$ cat src/rtl/hsdc_pkg.sv
// package of constants and types for the speed and direction core
package hsdc_pkg;
    // ****************************************
    // widths and thresholds
    // ****************************************
    localparam int HSDC_SW = 12;
    localparam logic [HSDC_SW-1:0] HSDC_LIMIT_DEF = 12'h010;
    localparam int HSDC_NOISE_MULT = 2;
    localparam int HSDC_HYST_SHIFT = 3;
    localparam int HSDC_CAL_PULSES = 3;
    // ****************************************
    // timing
    // ****************************************
    localparam int HSDC_CLK_MHZ = 125;
    localparam int HSDC_LOW_NS = 1000;
    localparam int HSDC_SPEED_NS = 4000;
    localparam int HSDC_DIR_A_NS = 8000;
    localparam int HSDC_DIR_B_NS = 16000;
    localparam int HSDC_LOW_CYC = HSDC_LOW_NS * HSDC_CLK_MHZ / 1000;
    localparam int HSDC_SPEED_CYC = HSDC_SPEED_NS * HSDC_CLK_MHZ / 1000;
    localparam int HSDC_DIR_A_CYC = HSDC_DIR_A_NS * HSDC_CLK_MHZ / 1000;
    localparam int HSDC_DIR_B_CYC = HSDC_DIR_B_NS * HSDC_CLK_MHZ / 1000;
    localparam int HSDC_CW = 12;
    // ****************************************
    // types
    // ****************************************
    typedef enum logic [1:0] {HSDC_P_SPEED, HSDC_P_DIR_A, HSDC_P_DIR_B} hsdc_kind_type;
    typedef struct packed {
        logic active;
        logic high;
        hsdc_kind_type kind;
    } hsdc_out_type;
    typedef enum logic [1:0] {HSDC_IDLE, HSDC_PRELOW, HSDC_PULSE} hsdc_ostate_type;
endpackage : hsdc_pkg

$ cat src/rtl/hsdc_core.sv
// speed and direction core with start-up calibration and pulse output
// Functional notes
// - first rising edge triggers first pulse
// - next rising edge triggers second pulse
// - uncalibrated: noise threshold, at least twice limit
// - offset update after two extrema, slope-matched
// - offset updates independent of output switching
// - successful correction enters calibrated hysteresis mode
// - small signals: pulses one, two always
// - hysteresis one eighth amplitude, floor limit
// - excursions below hysteresis cause no switching
// - direction sampled at rising speed zero crossings
// - first pulse carries speed only
// - vibration-classified excursions withhold pulses
// - direction suppression only once calibrated
// - undervoltage monitor armed at first switching
// - armed undervoltage forces high current output
// - reset-level supply restarts uncalibrated calibration
// - pulse follows elapsed pre-low period
// - direction carried in output pulses
`timescale 1ns/1ps
module hsdc_core
    import hsdc_pkg::*;
#(
    parameter logic [HSDC_SW-1:0] SPEED_LIMIT = HSDC_LIMIT_DEF,
    parameter int LOW_CYC = HSDC_LOW_CYC,
    parameter int SPEED_CYC = HSDC_SPEED_CYC,
    parameter int DIR_A_CYC = HSDC_DIR_A_CYC,
    parameter int DIR_B_CYC = HSDC_DIR_B_CYC
) (
    // clock and reset
    input wire logic sys_clk_in,
    input wire logic resetn_in,
    // digitized converter samples, same clock
    input wire logic signed [hsdc_pkg::HSDC_SW-1:0] speed_in,
    input wire logic signed [hsdc_pkg::HSDC_SW-1:0] dir_in,
    // supply monitor comparators, asynchronous
    input wire logic uv_in,
    input wire logic por_in,
    // output
    output hsdc_pkg::hsdc_out_type out_out,
    output logic calibrated_out,
    output logic signed [hsdc_pkg::HSDC_SW-1:0] offset_out
);
    import hsdc_pkg::*;

    initial begin
        if (LOW_CYC < 1 || SPEED_CYC < 1 || SPEED_CYC >= DIR_A_CYC || DIR_A_CYC >= DIR_B_CYC
            || DIR_B_CYC >= (1 << HSDC_CW)) begin
            $error("hsdc_core: bad pulse timing parameters");
        end
    end

    function automatic logic [HSDC_SW-1:0] hsdc_max(input logic [HSDC_SW-1:0] a,
                                                    input logic [HSDC_SW-1:0] b);
        hsdc_max = (a > b) ? a : b;
    endfunction : hsdc_max

    // ****************************************
    // supply synchronisers
    // ****************************************
    logic [1:0] uv_sync_r, por_sync_r;
    always_ff @(posedge sys_clk_in) begin
        uv_sync_r <= {uv_sync_r[0], uv_in};
        por_sync_r <= {por_sync_r[0], por_in};
    end
    logic uv_s, rst_n;
    assign uv_s = uv_sync_r[1];
    // supply under reset level restarts everything except the two supply synchronisers
    assign rst_n = resetn_in && !por_sync_r[1];

    // ****************************************
    // signal tracking
    // ****************************************
    logic signed [HSDC_SW-1:0] sig_c;
    logic signed [HSDC_SW-1:0] offset_r, offset_nxt, ref_r, ref_nxt;
    logic signed [HSDC_SW-1:0] max_r, max_nxt, min_r, min_nxt;
    logic [HSDC_SW-1:0] amp_r, amp_nxt, thr_c, noise_c, hyst_c;
    logic level_r, level_nxt, cal_r, cal_nxt, dirv_r, dirv_nxt, dir_r, dir_nxt;
    logic [1:0] ext_r, ext_nxt;
    logic [1:0] npulse_r, npulse_nxt;
    logic rise_c, fall_c, vib_c, fire_c, dir_now_c;
    logic signed [HSDC_SW-1:0] mid_c;

    assign sig_c = HSDC_SW'(speed_in - offset_r);
    // noise threshold never below twice the limit
    assign noise_c = hsdc_max(HSDC_SW'(HSDC_NOISE_MULT * SPEED_LIMIT), amp_r);
    // hysteresis one eighth of amplitude, floored
    assign hyst_c = hsdc_max(HSDC_SW'(amp_r >> HSDC_HYST_SHIFT), SPEED_LIMIT);
    // calibrated switches at hysteresis, else noise threshold
    assign thr_c = cal_r ? hyst_c : noise_c;
    // excursions smaller than threshold never switch
    assign rise_c = !level_r && (sig_c - ref_r > $signed({1'b0, thr_c}));
    assign fall_c = level_r && (ref_r - sig_c > $signed({1'b0, thr_c}));
    // center probe sampled at zero crossing, 90 degree lead or lag
    assign dir_now_c = !dir_in[HSDC_SW-1];
    // reversal seen only once calibrated and direction valid
    assign vib_c = cal_r && dirv_r && (dir_now_c != dir_r);
    // first two pulses unconditional
    assign fire_c = rise_c && ((npulse_r < 2'h2) || !vib_c);
    assign mid_c = HSDC_SW'((max_r + min_r) >>> 1);

    always_comb begin
        offset_nxt = offset_r;
        ref_nxt = ref_r;
        max_nxt = max_r;
        min_nxt = min_r;
        amp_nxt = amp_r;
        level_nxt = level_r;
        cal_nxt = cal_r;
        ext_nxt = ext_r;
        dirv_nxt = dirv_r;
        dir_nxt = dir_r;
        npulse_nxt = npulse_r;
        if (level_r) begin
            if (sig_c > ref_r) ref_nxt = sig_c;
            if (sig_c > max_r) max_nxt = sig_c;
        end else begin
            if (sig_c < ref_r) ref_nxt = sig_c;
            if (sig_c < min_r) min_nxt = sig_c;
        end
        if (rise_c || fall_c) begin
            level_nxt = rise_c;
            ref_nxt = sig_c;
            if (ext_r != 2'h2) ext_nxt = ext_r + 2'h1;
            // amplitude is half the swing, so the noise threshold sits near mid-swing
            amp_nxt = HSDC_SW'((max_r - min_r) >>> 1);
            // offset follows slope: positive only on rising edge
            if (ext_r == 2'h2 && ((rise_c && mid_c > 0) || (fall_c && mid_c < 0))) begin
                offset_nxt = HSDC_SW'(offset_r + mid_c);
                cal_nxt = 1'b1;
            end
            if (rise_c) begin
                dir_nxt = dir_now_c;
                if (npulse_r != 2'h3) npulse_nxt = npulse_r + 2'h1;
                // first pulse leaves direction invalid
                dirv_nxt = (npulse_r != 2'h0);
            end
            // restart only the coming half wave's extreme; the other feeds the midpoint
            if (rise_c) max_nxt = sig_c;
            else min_nxt = sig_c;
        end
    end

    always_ff @(posedge sys_clk_in) begin
        if (!rst_n) begin
            offset_r <= '0;
            ref_r <= '0;
            max_r <= '0;
            min_r <= '0;
            amp_r <= '0;
            level_r <= 1'b0;
            cal_r <= 1'b0;
            ext_r <= 2'h0;
            dirv_r <= 1'b0;
            dir_r <= 1'b0;
            npulse_r <= 2'h0;
        end else begin
            offset_r <= offset_nxt;
            ref_r <= ref_nxt;
            max_r <= max_nxt;
            min_r <= min_nxt;
            amp_r <= amp_nxt;
            level_r <= level_nxt;
            cal_r <= cal_nxt;
            ext_r <= ext_nxt;
            dirv_r <= dirv_nxt;
            dir_r <= dir_nxt;
            npulse_r <= npulse_nxt;
        end
    end

    // ****************************************
    // output protocol
    // ****************************************
    hsdc_ostate_type ost_r, ost_nxt;
    logic [HSDC_CW-1:0] cnt_r, cnt_nxt;
    hsdc_kind_type kind_r, kind_nxt;
    logic armed_r, armed_nxt;
    hsdc_out_type out_r, out_nxt;

    function automatic logic [HSDC_CW-1:0] hsdc_len(input hsdc_kind_type k);
        case (k)
            HSDC_P_DIR_A: hsdc_len = HSDC_CW'(DIR_A_CYC);
            HSDC_P_DIR_B: hsdc_len = HSDC_CW'(DIR_B_CYC);
            default: hsdc_len = HSDC_CW'(SPEED_CYC);
        endcase
    endfunction : hsdc_len

    always_comb begin
        ost_nxt = ost_r;
        cnt_nxt = cnt_r;
        kind_nxt = kind_r;
        armed_nxt = armed_r;
        case (ost_r)
            HSDC_IDLE: begin
                if (fire_c) begin
                    ost_nxt = HSDC_PRELOW;
                    cnt_nxt = HSDC_CW'(LOW_CYC);
                    // direction into the pulse kind
                    kind_nxt = !dirv_nxt ? HSDC_P_SPEED : (dir_now_c ? HSDC_P_DIR_A : HSDC_P_DIR_B);
                    armed_nxt = 1'b1;
                end
            end
            HSDC_PRELOW: begin
                cnt_nxt = cnt_r - 1'b1;
                if (cnt_r == HSDC_CW'(1)) begin
                    ost_nxt = HSDC_PULSE;
                    cnt_nxt = hsdc_len(kind_r);
                end
            end
            HSDC_PULSE: begin
                cnt_nxt = cnt_r - 1'b1;
                if (cnt_r == HSDC_CW'(1)) ost_nxt = HSDC_IDLE;
            end
            default: ost_nxt = HSDC_IDLE;
        endcase
        out_nxt.kind = kind_nxt;
        out_nxt.active = (ost_nxt == HSDC_PULSE);
        // armed undervoltage holds high current
        out_nxt.high = (ost_nxt == HSDC_PULSE) || (armed_r && uv_s);
    end

    always_ff @(posedge sys_clk_in) begin
        if (!rst_n) begin
            ost_r <= HSDC_IDLE;
            cnt_r <= '0;
            kind_r <= HSDC_P_SPEED;
            armed_r <= 1'b0;
            out_r <= '0;
        end else begin
            ost_r <= ost_nxt;
            cnt_r <= cnt_nxt;
            kind_r <= kind_nxt;
            armed_r <= armed_nxt;
            out_r <= out_nxt;
        end
    end

    assign out_out = out_r;
    assign calibrated_out = cal_r;
    assign offset_out = offset_r;
endmodule : hsdc_core

$ cat config.mk
export PLATFORM = sky130hd
export DESIGN_NAME = hsdc_core
export DESIGN_NICKNAME = d
export VERILOG_FILES = /design/src/rtl/hsdc_pkg.sv /design/src/rtl/hsdc_core.sv
export SDC_FILE = /design/constraint.sdc
export NUM_CORES = 1
export LEC_CHECK = 0
export ABC_AREA = 1
export BUFFER_PORTS_ARGS = -buffer_cell sky130_fd_sc_hd__buf_4
export CORE_MARGIN = 2
export CORE_UTILIZATION = 37
export CTS_CLUSTER_SIZE = 30
export DETAILED_ROUTE_END_ITERATION = 7
export PLACE_DENSITY_LB_ADDON = 0.3
export SLEW_MARGIN = 20
export SYNTH_ARGS = -nofsm -noshare
export SYNTH_HDL_FRONTEND = slang
export SYNTH_SLANG_ARGS = --single-unit
export TNS_END_PERCENT = 20
$ cat constraint.sdc
create_clock -name sys_clk_in -period 15.4 [get_ports sys_clk_in]
set_input_delay 3.85 -clock sys_clk_in [delete_from_list [all_inputs] [get_ports sys_clk_in]]
set_output_delay 3.85 -clock sys_clk_in [all_outputs]
set_load 0.005 [all_outputs]
==> reports/metrics.yaml <==
fillerInstances: 2417
grt_first_pass_wirelength_um: 37300
fp.dieH_um: 156
timing.setup.critical_path_class: "in2reg"
tritoncts: "built"
die_width_um: 156
cp_slowest_stage_delay_ns: 0.49
final_weighted_congestion_in_routability_driven_placement: 0.922
ys.warnings.count: 0
asyncSetResetFlopFracSynth_pct: 0
cts_setup_buffers: 0
timing.critical_path.slowest_stage_cell: "sky130_fd_sc_hd__o21ai_0"
regArea_mm2: 0.00180
grt_setup_unrepaired: "false"
vias_per_cell: 5.08
setup_tns_ns: 0
routedWlPerCell_um: 14.3
layout.nets: 1453
reg2reg_to: "ref_r[4]"
synth_cell_types: 47
clk_transition_reported_paths_ns: 0.07
synth.yosys.seq_area_share_pct: 21.1
drt_drc_violations_left: 0
critical_path.startpoint_type: "primary input"
detailedRoute.firstPassIterationCount: 5
layout_commonest_cell: "sky130_fd_sc_hd__nand2_1"
final-hold-violation-count: 0
hold_path.startpoint: "uv_sync_r[0]"
antenna_cells_inserted: 0
layout_common_cells: "sky130_fd_sc_hd__nand2_1, sky130_fd_sc_hd__inv_1, sky130_fd_sc_hd__ha_1, sky130_fd_sc_hd__a21oi_1, sky130_fd_sc_hd__nor2_1"
grt_remaining_overflow: 0
crit_path_end_kind: "register"
grt_util_all_layers_pct: 19.0
worst_r2r_startpoint: "offset_out[0]"
cts.repair.resized: 0
required_ns: 15.68
max_cap_violations: 0
detailedPlacementHpwl_um: 18100
routed-via-count: 8049
grt_pass1_vias: 7426
cts_htree_levels: 3
layout-drive-gt1-share_pct: 6.16
final_min_period_over_clock_period_pct: 61.2
synthesis.area_mm2: 0.00853
synthesis.nets: 1442
clock-sinks: 90
worstRegToRegCells: 28
io_buffer_count: 33
cts_inserted_buffers: 9
cpLargestDelayFamily: "simple AND/OR/NAND/NOR gates"
synth_top_cell_area_share_pct: 21.1
synth_area_leaders: "sky130_fd_sc_hd__dfxtp_1, sky130_fd_sc_hd__ha_1, sky130_fd_sc_hd__nand2_1, sky130_fd_sc_hd__inv_1, sky130_fd_sc_hd__a21oi_1"
finalSetupViolCount: 0
initial_utilization_pct: 37.7
min_period_ns: 9.42
row_count: 55
drtIter0Drc: 479
maximum_fanout_count_along_the_critical_path: 21
synth_edf_count: 0
clkLatencyLatePin_ns: 0.35
clock-skew-final_ns: 0.0110
layout_area_overhead_pct: 8.36
grt_start_max_net_pins: 60
slew_viol_final: 0
floorplan.io_pins: 45
number_of_register_bits_inferred_by_synthesis: 90
final_antenna_net_count: 0
maximum_operating_frequency_mhz: 106
syn-mean-instance-area_um2: 6.65
holdPathStages: 0
core_area_mm2: 0.0226
die_area_mm2: 0.0243
number_of_buffers_added_to_fix_hold_violations_after_cts: 0
slew-limit-headroom_pct: 40.6
outcome: "finished, final reports clean"
cp.arrival_ns: 9.70
worst_slew_pin_slew_ns: 0.890
clock_tree.buffer_depth: 2
holdCritPathClass: "reg2reg"
timing.critical_path.mode_cell: "sky130_fd_sc_hd__nand2_1"
setup.reg_to_reg.worst_slack_ns: 9.23
antenna_violations_before_repair: 0
hold-path-endpoint: "uv_sync_r[1]"
ctsRootBufferMaster: "sky130_fd_sc_hd__clkbuf_16"
primary_ff_master_synth: "sky130_fd_sc_hd__dfxtp_1"
route.final.wire_length_um: 22700
multi_input_area_mm2: 0.00578
synth_largest_area_cell: "sky130_fd_sc_hd__dfxtp_1"
crit_buf_inv: 5
syn_inst: 1283
-- synthesized netlist by cell type (all sizes together) (2+ instances only) --
| cell type | instances |
|---|---|
| nand3 | 73 |
| o22ai | 2 |
| nand4 | 17 |
| o21bai | 7 |
| xor2 | 47 |
| a21oi | 126 |
| fa | 6 |
| or2 | 2 |
| nand2 | 285 |
| nor3 | 18 |
| o221ai | 3 |
| o21ai | 77 |
| a21o | 5 |
| clkinv | 2 |
| xnor2 | 14 |
| buf | 26 |
| o211ai | 2 |
| a211oi | 2 |
| nand3b | 2 |
| o21a | 4 |
| nor2 | 122 |
| a31oi | 4 |
| nor4 | 5 |
| clkbuf | 10 |
| o2111ai | 4 |
| dfxtp | 90 |
| inv | 195 |
| ha | 125 |
-- flip-flops by register name, indices dropped and copies added, names as in the netlist, 2 cells and up --
name,cells
min_r,12
por_sync_r,2
max_r,12
out_out,4
ref_r,12
uv_sync_r,2
ost_r,2
offset_out,12
amp_r,11
ext_r,2
cnt_r,12
npulse_r,2
-- worst max path at each step --
stage / from / end / depth (start not counted)
floorplan: speed_in[0] / cnt_r[3] / 29
CTS: speed_in[0] / ref_r[4] / 30
global placement: speed_in[0] / ref_r[6] / 30
global route: speed_in[0] / ref_r[2] / 30
finish: speed_in[0] / ref_r[4] / 30
detailed placement: speed_in[0] / ref_r[4] / 30
-- worst reg2reg max path, delay by kind of cell, from the launching register on --
kind | cells | cell delay, ns
XOR/XNOR | 2 | 0.60
AO/OA/AOI/OAI | 3 | 0.94
adder cells (fa/ha/maj) | 4 | 1.41
buffers and inverters | 3 | 0.59
AND/OR/NAND/NOR | 16 | 2.22
flip-flops | 1 | 0.35
-- metrics by stage --
stage	worst slack (ns)	std cells	instance area, µm²	util, %	hold slack [ns]
2_1_floorplan	7.43	1283	8530	-	0.310
3_3_place_gp	5.66	1568	8950	39.5	0.311
3_5_place_dp	5.61	1568	8950	39.5	0.315
4_1_cts	5.96	1584	9240	40.8	0.331
5_1_grt	5.33	1584	9240	40.8	0.341
6_report	5.98	1584	9240	40.8	0.328
-- per-layer routing --
layer	track usage [%]	part of all wire, %	vias up
met1	26.1	49	3658
met2	31.4	45	168
met4	5.11	1.7	0
li1	-	-	4198
met5	0	0	-
met3	2.50	3.8	25
-- cells by family after synthesis --
kind of cell               Yosys count  share of synthesized area [%]
AOI/OAI and AO/OA                  243                           15.9
xor gates and xnor gates            61                           6.27
adders and majority gates          131                           19.8
buffers and inverters              233                           11.2
DFF                                 90                           21.1
muxes                                1                          0.117
and+or+nand+nor                    524                           25.7
-- layout make-up --
cell class / instances / share of cell area (%)
Tap cell: 285 / 3.86
Timing Repair Buffer: 36 / 2.92
Clock buffer: 9 / 2.44
Clock inverter: 7 / 0.731
Sequential cell: 90 / 19.5
Inverter: 197 / 8.00
Multi-Input combinational cell: 960 / 62.5
Power is not shown: default switching activity piles up to over one toggle a cycle in this logic, so the estimate is an artifact.
